===== config.mk =====
export PLATFORM = sky130hd
export DESIGN_NAME = serial_status_flags
export DESIGN_NICKNAME = d
export VERILOG_FILES = /design/src/hdl/clear_flag.v /design/src/hdl/serial_status_flags.v
export VERILOG_INCLUDE_DIRS = /design/src /design/src/hdl
export SDC_FILE = /design/constraint.sdc
export NUM_CORES = 1
export LEC_CHECK = 0
export ABC_AREA = 0
export CORE_MARGIN = 3
export CORE_UTILIZATION = 55
export DETAILED_ROUTE_END_ITERATION = 6
export DONT_BUFFER_PORTS = 1
export PLACE_DENSITY = 0.78
export SYNTH_ARGS = -nofsm -noshare
export SYNTH_HDL_FRONTEND = slang
export SYNTH_HIERARCHICAL = 1
export SYNTH_SLANG_ARGS = --single-unit

===== constraint.sdc =====
create_clock -name core_clk -period 4.75 [get_ports core_clk]
set_clock_uncertainty 0.05 [all_clocks]
set_input_delay 0.2375 -clock core_clk [delete_from_list [all_inputs] [get_ports core_clk]]
set_output_delay 0.2375 -clock core_clk [all_outputs]
set_load 0.02 [all_outputs]

===== src/hdl/serial_status_defs.vh =====
/*
  Holds the constants of the serial status flag block: register offsets,
  field positions and reset values.
  Assumes inclusion by bare name from the design files of this block.
*/
// Overview of operation
// - Buffer-empty sets when buffer moves to shifter.
// - Transmit disabled forces buffer-empty and transmit-end high.
// - Buffer-empty clears by read-one then write-zero.
// - Buffer-full sets on error-free reception completion.
// - Buffer-full clears only by read-one-write-zero.
// - Receive disable leaves buffer-full unchanged.
// - Overrun sets when character completes while full.
// - Framing error on zero first stop bit.
// - Parity error sets on failed parity check; the code does not set it while skip mode is on.
// - Transmit-end sets at last bit while empty.
// - Received multiprocessor bit captured, kept when disabled.
// - Transmit multiprocessor bit is software read/write.
// - Writing one never sets a clear-only flag.
// - Skip mode drops frames with multiprocessor bit zero.
`ifndef SERIAL_STATUS_DEFS_VH
`define SERIAL_STATUS_DEFS_VH
`define ADDR_STATUS       4'h0
`define ADDR_CONTROL      4'h4
`define ADDR_IRQ_STATUS   4'h8
`define ADDR_IRQ_MASK     4'hC
`define BIT_TDE           7
`define BIT_RBF           6
`define BIT_OVR           5
`define BIT_FRM           4
`define BIT_PAR           3
`define BIT_TX_END        2
`define BIT_RMP           1
`define BIT_TMP           0
`define CTL_TX_EN         0
`define CTL_RX_EN         1
`define CTL_SKIP_EN       2
`define STATUS_RESET      8'h84
`define CONTROL_RESET     8'h00
`define IRQ_RESET         8'h00
`endif


===== src/hdl/clear_flag.v =====
/*
  Holds one clear-only status flag with read-then-write-zero clearing.
  Assumes the caller supplies a one-cycle set pulse, a read strobe and a
  write-zero strobe, all on core_clk.
*/
`timescale 1ns/10ps
`default_nettype none
module clear_flag #(
  parameter RESET_VAL = 1'b0
) (
  // Clock and reset.
  input  wire core_clk,
  input  wire arst_n,
  input  wire clk_en,
  // Events.
  input  wire set_pulse,
  input  wire force_set,
  input  wire rd_strobe,
  input  wire wr_zero,
  // State.
  output reg  flag_q
);

  reg armed_q;  // Software has read this flag as one.

  // Flag with set winning over the clear, and force holding it high.
  always @(posedge core_clk or negedge arst_n) begin
    if (!arst_n) begin
      flag_q  <= RESET_VAL;
      armed_q <= 1'b0;
    end else if (clk_en) begin
      if (force_set || set_pulse) begin
        flag_q <= 1'b1;
      end else if (wr_zero && armed_q) begin
        flag_q <= 1'b0;
      end
      // Only an actual read of one arms the clear; a write-zero strobe always disarms.
      if (wr_zero) begin
        armed_q <= 1'b0;
      end else if (rd_strobe) begin
        armed_q <= flag_q;
      end
    end
  end

endmodule
`default_nettype wire


===== src/hdl/serial_status_flags.v =====
/*
  Holds the status flag logic of one serial channel with a classic
  Wishbone slave, event status, mask and an interrupt output.
  Assumes the shift engines give one-cycle strobes on core_clk.
*/
`timescale 1ns/10ps
`default_nettype none
`include "serial_status_defs.vh"
module serial_status_flags (
  // Clock, enable and reset.
  input  wire       core_clk,
  input  wire       arst_n,
  input  wire       clk_en,
  // Wishbone slave.
  input  wire       wb_cyc_i,
  input  wire       wb_stb_i,
  input  wire       wb_we_i,
  input  wire [3:0] wb_adr_i,
  input  wire [3:0] wb_sel_i,
  input  wire [31:0] wb_dat_i,
  output reg  [31:0] wb_dat_o,
  output reg        wb_ack_o,
  // Transmit engine.
  input  wire       tx_load,
  input  wire       tx_last_bit,
  output reg        tx_multiproc_bit,
  output reg        transmit_enable,
  // Receive engine.
  input  wire       rx_done,
  input  wire       rx_frame_err,
  input  wire       rx_parity_err,
  input  wire       rx_mp_in,
  output reg        receive_enable,
  // Interrupt.
  output reg        irq
);

  ////////////////////////////////////////////////////////////////////////
  // Bus decode.

  wire       req     = wb_cyc_i & wb_stb_i & ~wb_ack_o;  // New access.
  wire       lane0   = wb_sel_i[0];                      // Low byte lane.
  wire       wr      = req & wb_we_i & lane0;            // Write strobe.
  wire       rd      = req & ~wb_we_i;                   // Read strobe.
  wire       st_sel  = (wb_adr_i == `ADDR_STATUS);       // Status hit.
  wire       st_rd   = rd & st_sel;                      // Status read.
  wire       st_wr   = wr & st_sel;                      // Status write.
  wire [7:0] wd      = wb_dat_i[7:0];                    // Write byte.

  reg        skip_q;     // Multiprocessor skip enable.
  reg        tx_end_q;   // Transmit end.
  reg        tde_armed_q;  // Software has read buffer-empty as one.
  reg        rmp_q;      // Received multiprocessor bit.
  reg  [7:0] ev_q;       // Sticky interrupt status.
  reg  [7:0] mask_q;     // Interrupt mask.

  ////////////////////////////////////////////////////////////////////////
  // Receive qualification.

  // A frame whose multiprocessor bit is zero is dropped in skip mode.
  // Nothing here clears buffer-full when reception is disabled.
  wire rx_take   = rx_done & receive_enable & ~(skip_q & ~rx_mp_in);
  wire rx_ok     = rx_take & ~rx_frame_err & ~rx_parity_err;
  wire [7:0] flags;  // Clear-only flag values.

  // Full set only on clean completion with the buffer free.
  wire set_rbf = rx_ok & ~flags[`BIT_RBF];
  wire set_ovr = rx_take & flags[`BIT_RBF];
  wire set_frm = rx_take & rx_frame_err;
  wire set_par = rx_take & rx_parity_err & ~skip_q;
  wire set_tde = tx_load & transmit_enable;
  wire tx_off  = ~transmit_enable;

  ////////////////////////////////////////////////////////////////////////
  // Clear-only flags, one instance per bit 7 down to 3.

  wire [7:3] set_v   = {set_tde, set_rbf, set_ovr, set_frm, set_par};
  wire [7:3] force_v = {tx_off, 4'h0};
  genvar gi;
  generate
    for (gi = 3; gi < 8; gi = gi + 1) begin : g_flag
      // Data bit one is ignored here; only zero can clear.
      clear_flag #(
        .RESET_VAL (gi == `BIT_TDE)
      ) u_flag (
        .core_clk  (core_clk),
        .arst_n    (arst_n),
        .clk_en    (clk_en),
        .set_pulse (set_v[gi]),
        .force_set (force_v[gi]),
        .rd_strobe (st_rd),
        .wr_zero   (st_wr & ~wd[gi]),
        .flag_q    (flags[gi])
      );
    end
  endgenerate
  assign flags[2:0] = 3'h0;

  // Arms like buffer-empty on a status read but disarms on any status write, so transmit end clears with it if the next status write has bit 7 zero.
  // A local copy avoids reaching into the flag instance by hierarchy.
  always @(posedge core_clk or negedge arst_n) begin
    if (!arst_n) begin
      tde_armed_q <= 1'b0;
    end else if (clk_en) begin
      if (st_wr) begin
        tde_armed_q <= 1'b0;  // Any status write disarms.
      end else if (st_rd) begin
        tde_armed_q <= flags[`BIT_TDE];  // Only a read of one arms.
      end
    end
  end

  wire [7:0] status = {flags[7:3], tx_end_q, rmp_q, tx_multiproc_bit};

  ////////////////////////////////////////////////////////////////////////
  // Transmit end, multiprocessor bits and control.

  // Transmit end follows buffer-empty and the last transmitted bit.
  always @(posedge core_clk or negedge arst_n) begin
    if (!arst_n) begin
      tx_end_q <= 1'b1;
    end else if (clk_en) begin
      if (tx_off) begin
        tx_end_q <= 1'b1;
      end else if (tx_last_bit && flags[`BIT_TDE]) begin
        tx_end_q <= 1'b1;
      end else if (st_wr && !wd[`BIT_TDE] && tde_armed_q) begin
        tx_end_q <= 1'b0;
      end
    end
  end

  // Multiprocessor bits and control register.
  always @(posedge core_clk or negedge arst_n) begin
    if (!arst_n) begin
      rmp_q            <= 1'b0;
      tx_multiproc_bit <= 1'b0;
      transmit_enable  <= 1'b0;
      receive_enable   <= 1'b0;
      skip_q           <= 1'b0;
    end else if (clk_en) begin
      // Capture only while enabled, so disabling keeps the value.
      if (rx_done && receive_enable) begin
        rmp_q <= rx_mp_in;
      end
      if (st_wr) begin
        tx_multiproc_bit <= wd[`BIT_TMP];
      end
      if (wr && wb_adr_i == `ADDR_CONTROL) begin
        transmit_enable <= wd[`CTL_TX_EN];
        receive_enable  <= wd[`CTL_RX_EN];
        skip_q          <= wd[`CTL_SKIP_EN];
      end else if (rx_take && skip_q) begin
        skip_q <= 1'b0;
      end
    end
  end

  ////////////////////////////////////////////////////////////////////////
  // Interrupt status and mask.

  wire [7:0] ev_in = {set_tde, set_rbf, set_ovr, set_frm, set_par,
                      tx_last_bit & flags[`BIT_TDE], 2'h0};
  wire       ev_rd = rd & (wb_adr_i == `ADDR_IRQ_STATUS);

  // Events stick; a read clears, but a new event in that cycle wins.
  always @(posedge core_clk or negedge arst_n) begin
    if (!arst_n) begin
      ev_q   <= `IRQ_RESET;
      mask_q <= `IRQ_RESET;
      irq    <= 1'b0;
    end else if (clk_en) begin
      ev_q <= (ev_rd ? 8'h00 : ev_q) | ev_in;
      if (wr && wb_adr_i == `ADDR_IRQ_MASK) begin
        mask_q <= wd;
      end
      irq <= |(ev_q & mask_q);
    end
  end

  ////////////////////////////////////////////////////////////////////////
  // Bus answer: ack registered one cycle after the request, zero for unmapped addresses.

  always @(posedge core_clk or negedge arst_n) begin
    if (!arst_n) begin
      wb_ack_o <= 1'b0;
      wb_dat_o <= 32'h0000_0000;
    end else if (clk_en) begin
      wb_ack_o <= req;
      if (rd) begin
        case (wb_adr_i)
          `ADDR_STATUS:     wb_dat_o <= {24'h000000, status};
          `ADDR_CONTROL:    wb_dat_o <= {29'h0, skip_q, receive_enable, transmit_enable};
          `ADDR_IRQ_STATUS: wb_dat_o <= {24'h000000, ev_q};
          `ADDR_IRQ_MASK:   wb_dat_o <= {24'h000000, mask_q};
          default:          wb_dat_o <= 32'h0000_0000;
        endcase
      end
    end
  end

endmodule
`default_nettype wire


==> flow_summary.toml <==
[floorplanning]
num_rows = 22
start_util_pct = 60.0
die_w_um = 70.8
io_pins = 89
dieArea_um2 = 5020
core-area_um2 = 3850
die_y_um = 70.8

[power]
p_int_mw = 0.518
powerDensity_nw_per_um2 = 295
leakage_nw = 1.11
seqPwrFrac_pct = 55.9
clkPwrFrac_pct = 33.7
switching_share_pct = 26.5
switchingPower_mw = 0.187
pwr-share-comb_pct = 10.4
irDropWorstVdd_v = 0.000107

[critical_path]
cp-start-kind = "flip-flop"
required_ns = 4.88
arrival_ns = 1.90
crit_cells = 3
cp_max_fo = 8
worst_path_max_delay_cell = "dfrtp_1"
worst_setup_path_end_kind = "flip-flop"
cpPeakStageDelay_ns = 0.48
rrSetupSlack_ns = 2.98
critical_path.top_delay_family = "simple AND/OR/NAND/NOR gates"
regToRegStartpoint = "wb_ack_o"
r2r_end = "mask_q[7]"
reg2reg_depth = 3
path_buf_inv = 0
path_cells = "and4b_1, and3_4, mux2_4"
path_class = "reg -> reg"

[run_status]
status = "complete, no violations"

[clock_tree]
max-clock-path-buffers = 2
cts-root-buf = "clkbuf_8"
numCtsBuffers = 5
clock_sinks = 41
cts_resized = 0
tritoncts = "done"
ctsHtreeMaxLevel = 2
clkTransAtPathRegs_ns = 0.08
worstSkewPairLatency_ns = 0.29

[routing]
drc_errors = 0
post_drt_wl_per_cell_um = 18.3
vias_per_cell = 6.03
wl_mm = 4.95
vias = 1627
dr.pass1.iters = 4
drtIter0Drc = 113
ant_nets = 0

[timing]
hold_viol = 0
finalCriticalPeriod_ns = 1.77
fin_crit_sh_pct = 37.3
fmax_mhz = 565
setup_viol = 0
slew_violations = 0
rsz0062_at_grt = "no"
tns_ns = 0

[job]
maxCapViolCount = 0

[synthesis]
netlist_area_um2 = 2310
yosysSeqAreaShare_pct = 44.5
synth_cells = 213
postSynthAreaPerCell_um2 = 10.9
synth_cell_type_count = 40
ys_ff_latch = 41
yosys_warnings = 6

[layout]
fillers = 313
layout_common_cells = "dfrtp_1 (39), conb_1 (28), o21ai_0 (18), inv_1 (15), mux2_2 (10)"
drive_gt1_share_pct = 18.5
mostFrequentLayoutCell = "dfrtp_1"
final_core_util_pct = 62.0
areaGrowthSynthToFinish_pct = 3.41
diodes = 0
layout.nets = 273

[grt]
grt_pass1_vias = 1539
grt.total_usage_pct = 19.7
grt_max_degree = 42
grt_overflow = 0
grt_pass1_wl_mm = 7.76
grt_antenna_before_repair = 0

[placement]
dp_hpwl_mm = 3.44
port_buffers = 0
place_congestion = 0.854

[worst_hold_path]
min_to = "irq"
worstHoldPathType = "in -> reg"
whs_path_depth = 1
min_from = "clk_en"
-- per-layer routing --
layer  GRT usage [%]  wire length (µm)
met1            27.5              2140
met4            8.35                85
met3            5.11               464
met2            29.1              2260
met5               0                 0
-- power by group through the flow --
stage	clock network, mW	registers (mW)	logic [mW]
4_1_cts	0.242	0.394	0.0737
5_1_grt	0.258	0.397	0.0809
3_3_place_gp	0	0.401	0.0611
6_report	0.237	0.395	0.0736
3_5_place_dp	0	0.401	0.0624
2_1_floorplan	0	0.395	0.0763
-- cell families (layout without fill, tap and decap cells) --
logic type             after synthesis  in the layout  share of synthesized area (%)
other                                1             28                          0.162
buffers and inverters               44             26                           11.6
AND/OR/NAND/NOR                     56             56                           16.1
flip-flops                          41             41                           44.5
AO/OA/AOI/OAI                       51             51                           16.1
multiplexers                        20             20                           11.5
-- cells in the mapped netlist --
library cell,number,share of area [%]
o311ai_1,5,1.9
and4b_1,2,0.87
dfrtp_1,39,42
and3_4,1,0.49
and3_1,3,0.81
nor4b_1,1,0.38
o21ai_0,18,3.9
mux2i_1,1,0.43
a22oi_1,6,1.9
nor2_1,7,1.1
buf_6,1,0.49
nor4_4,1,0.92
nand3_1,3,0.65
conb_1,1,0.16
inv_1,15,2.4
nor3_1,3,0.65
nand2b_1,5,1.4
a32oi_1,3,1.1
a32o_1,5,2.2
nand4_1,3,0.81
clkbuf_1,1,0.16
a22o_1,6,2.3
mux2_4,8,5.2
mux4_2,1,0.97
buf_4,25,8.1
nand2_1,7,1.1
dfstp_2,2,2.3
a21oi_1,1,0.22
and4bb_4,1,0.70
mux2_2,10,4.9
and3_2,5,1.6
a41oi_1,1,0.38
buf_2,2,0.43
o211ai_1,1,0.32
and3b_1,1,0.38
nand4b_1,6,2.3
o21ai_2,5,1.9
nor3b_1,1,0.32
and2_1,5,1.4
nor2b_1,1,0.27
-- metrics by stage --
stage / worst slack (ns) / std cells / hold WS, ns / cell area (µm²) / total power [mW]
finish: 2.98 / 270 / 0.0217 / 2390 / 0.706
global route: 2.87 / 270 / 0.0200 / 2390 / 0.735
CTS: 2.99 / 270 / 0.0113 / 2390 / 0.710
detailed placement: 3.00 / 259 / -0.107 / 2260 / 0.464
global placement: 3.00 / 259 / -0.107 / 2260 / 0.462
floorplan: 3.10 / 240 / -0.108 / 2410 / 0.471
-- area by class of cell --
class	count	area [µm²]	area share [%]
multi-input combinational	155	1120	46.7
tap	48	60.1	2.51
sequential	41	1030	43.0
clock buffer	8	90.1	3.77
inverter	15	56.3	2.35
timing repair buffer	3	40.0	1.67
-- sequential cells by signal (all words and copies together) (netlist names) --
name                   count
tx_end_q                   1
receive_enable             1
wb_dat_o                   8
transmit_enable            1
g_flag.u_flag/armed_q      5
ev_q                       6
tde_armed_q                1
g_flag.u_flag/flag_q       5
irq                        1
rmp_q                      1
wb_ack_o                   1
skip_q                     1
tx_multiproc_bit           1
mask_q                     8
-- worst max-delay path by stage --
stage / startpoint / end / slack [ns]
finish: wb_ack_o / mask_q[7] / 2.98
global route: wb_ack_o / g_flag[7].u_flag/armed_q / 2.87
CTS: wb_ack_o / mask_q[0] / 2.99
detailed placement: wb_ack_o / mask_q[0] / 3.00
global placement: wb_ack_o / mask_q[6] / 3.00
floorplan: wb_ack_o / mask_q[0] / 3.10
-- what timing repair did --
item	4_1_cts	5_1_grt
hold endpoints to repair	42	0
setup endpoints to repair	0	0
setup buffers	0	0
hold buffers	3	0
-- worst register-to-register path, cell delays in order (launching register included) --
cell and delay, ns:
dfrtp_1 0.48, and4b_1 0.45, and3_4 0.36, mux2_4 0.32
Power figures use the tool's default switching activity.
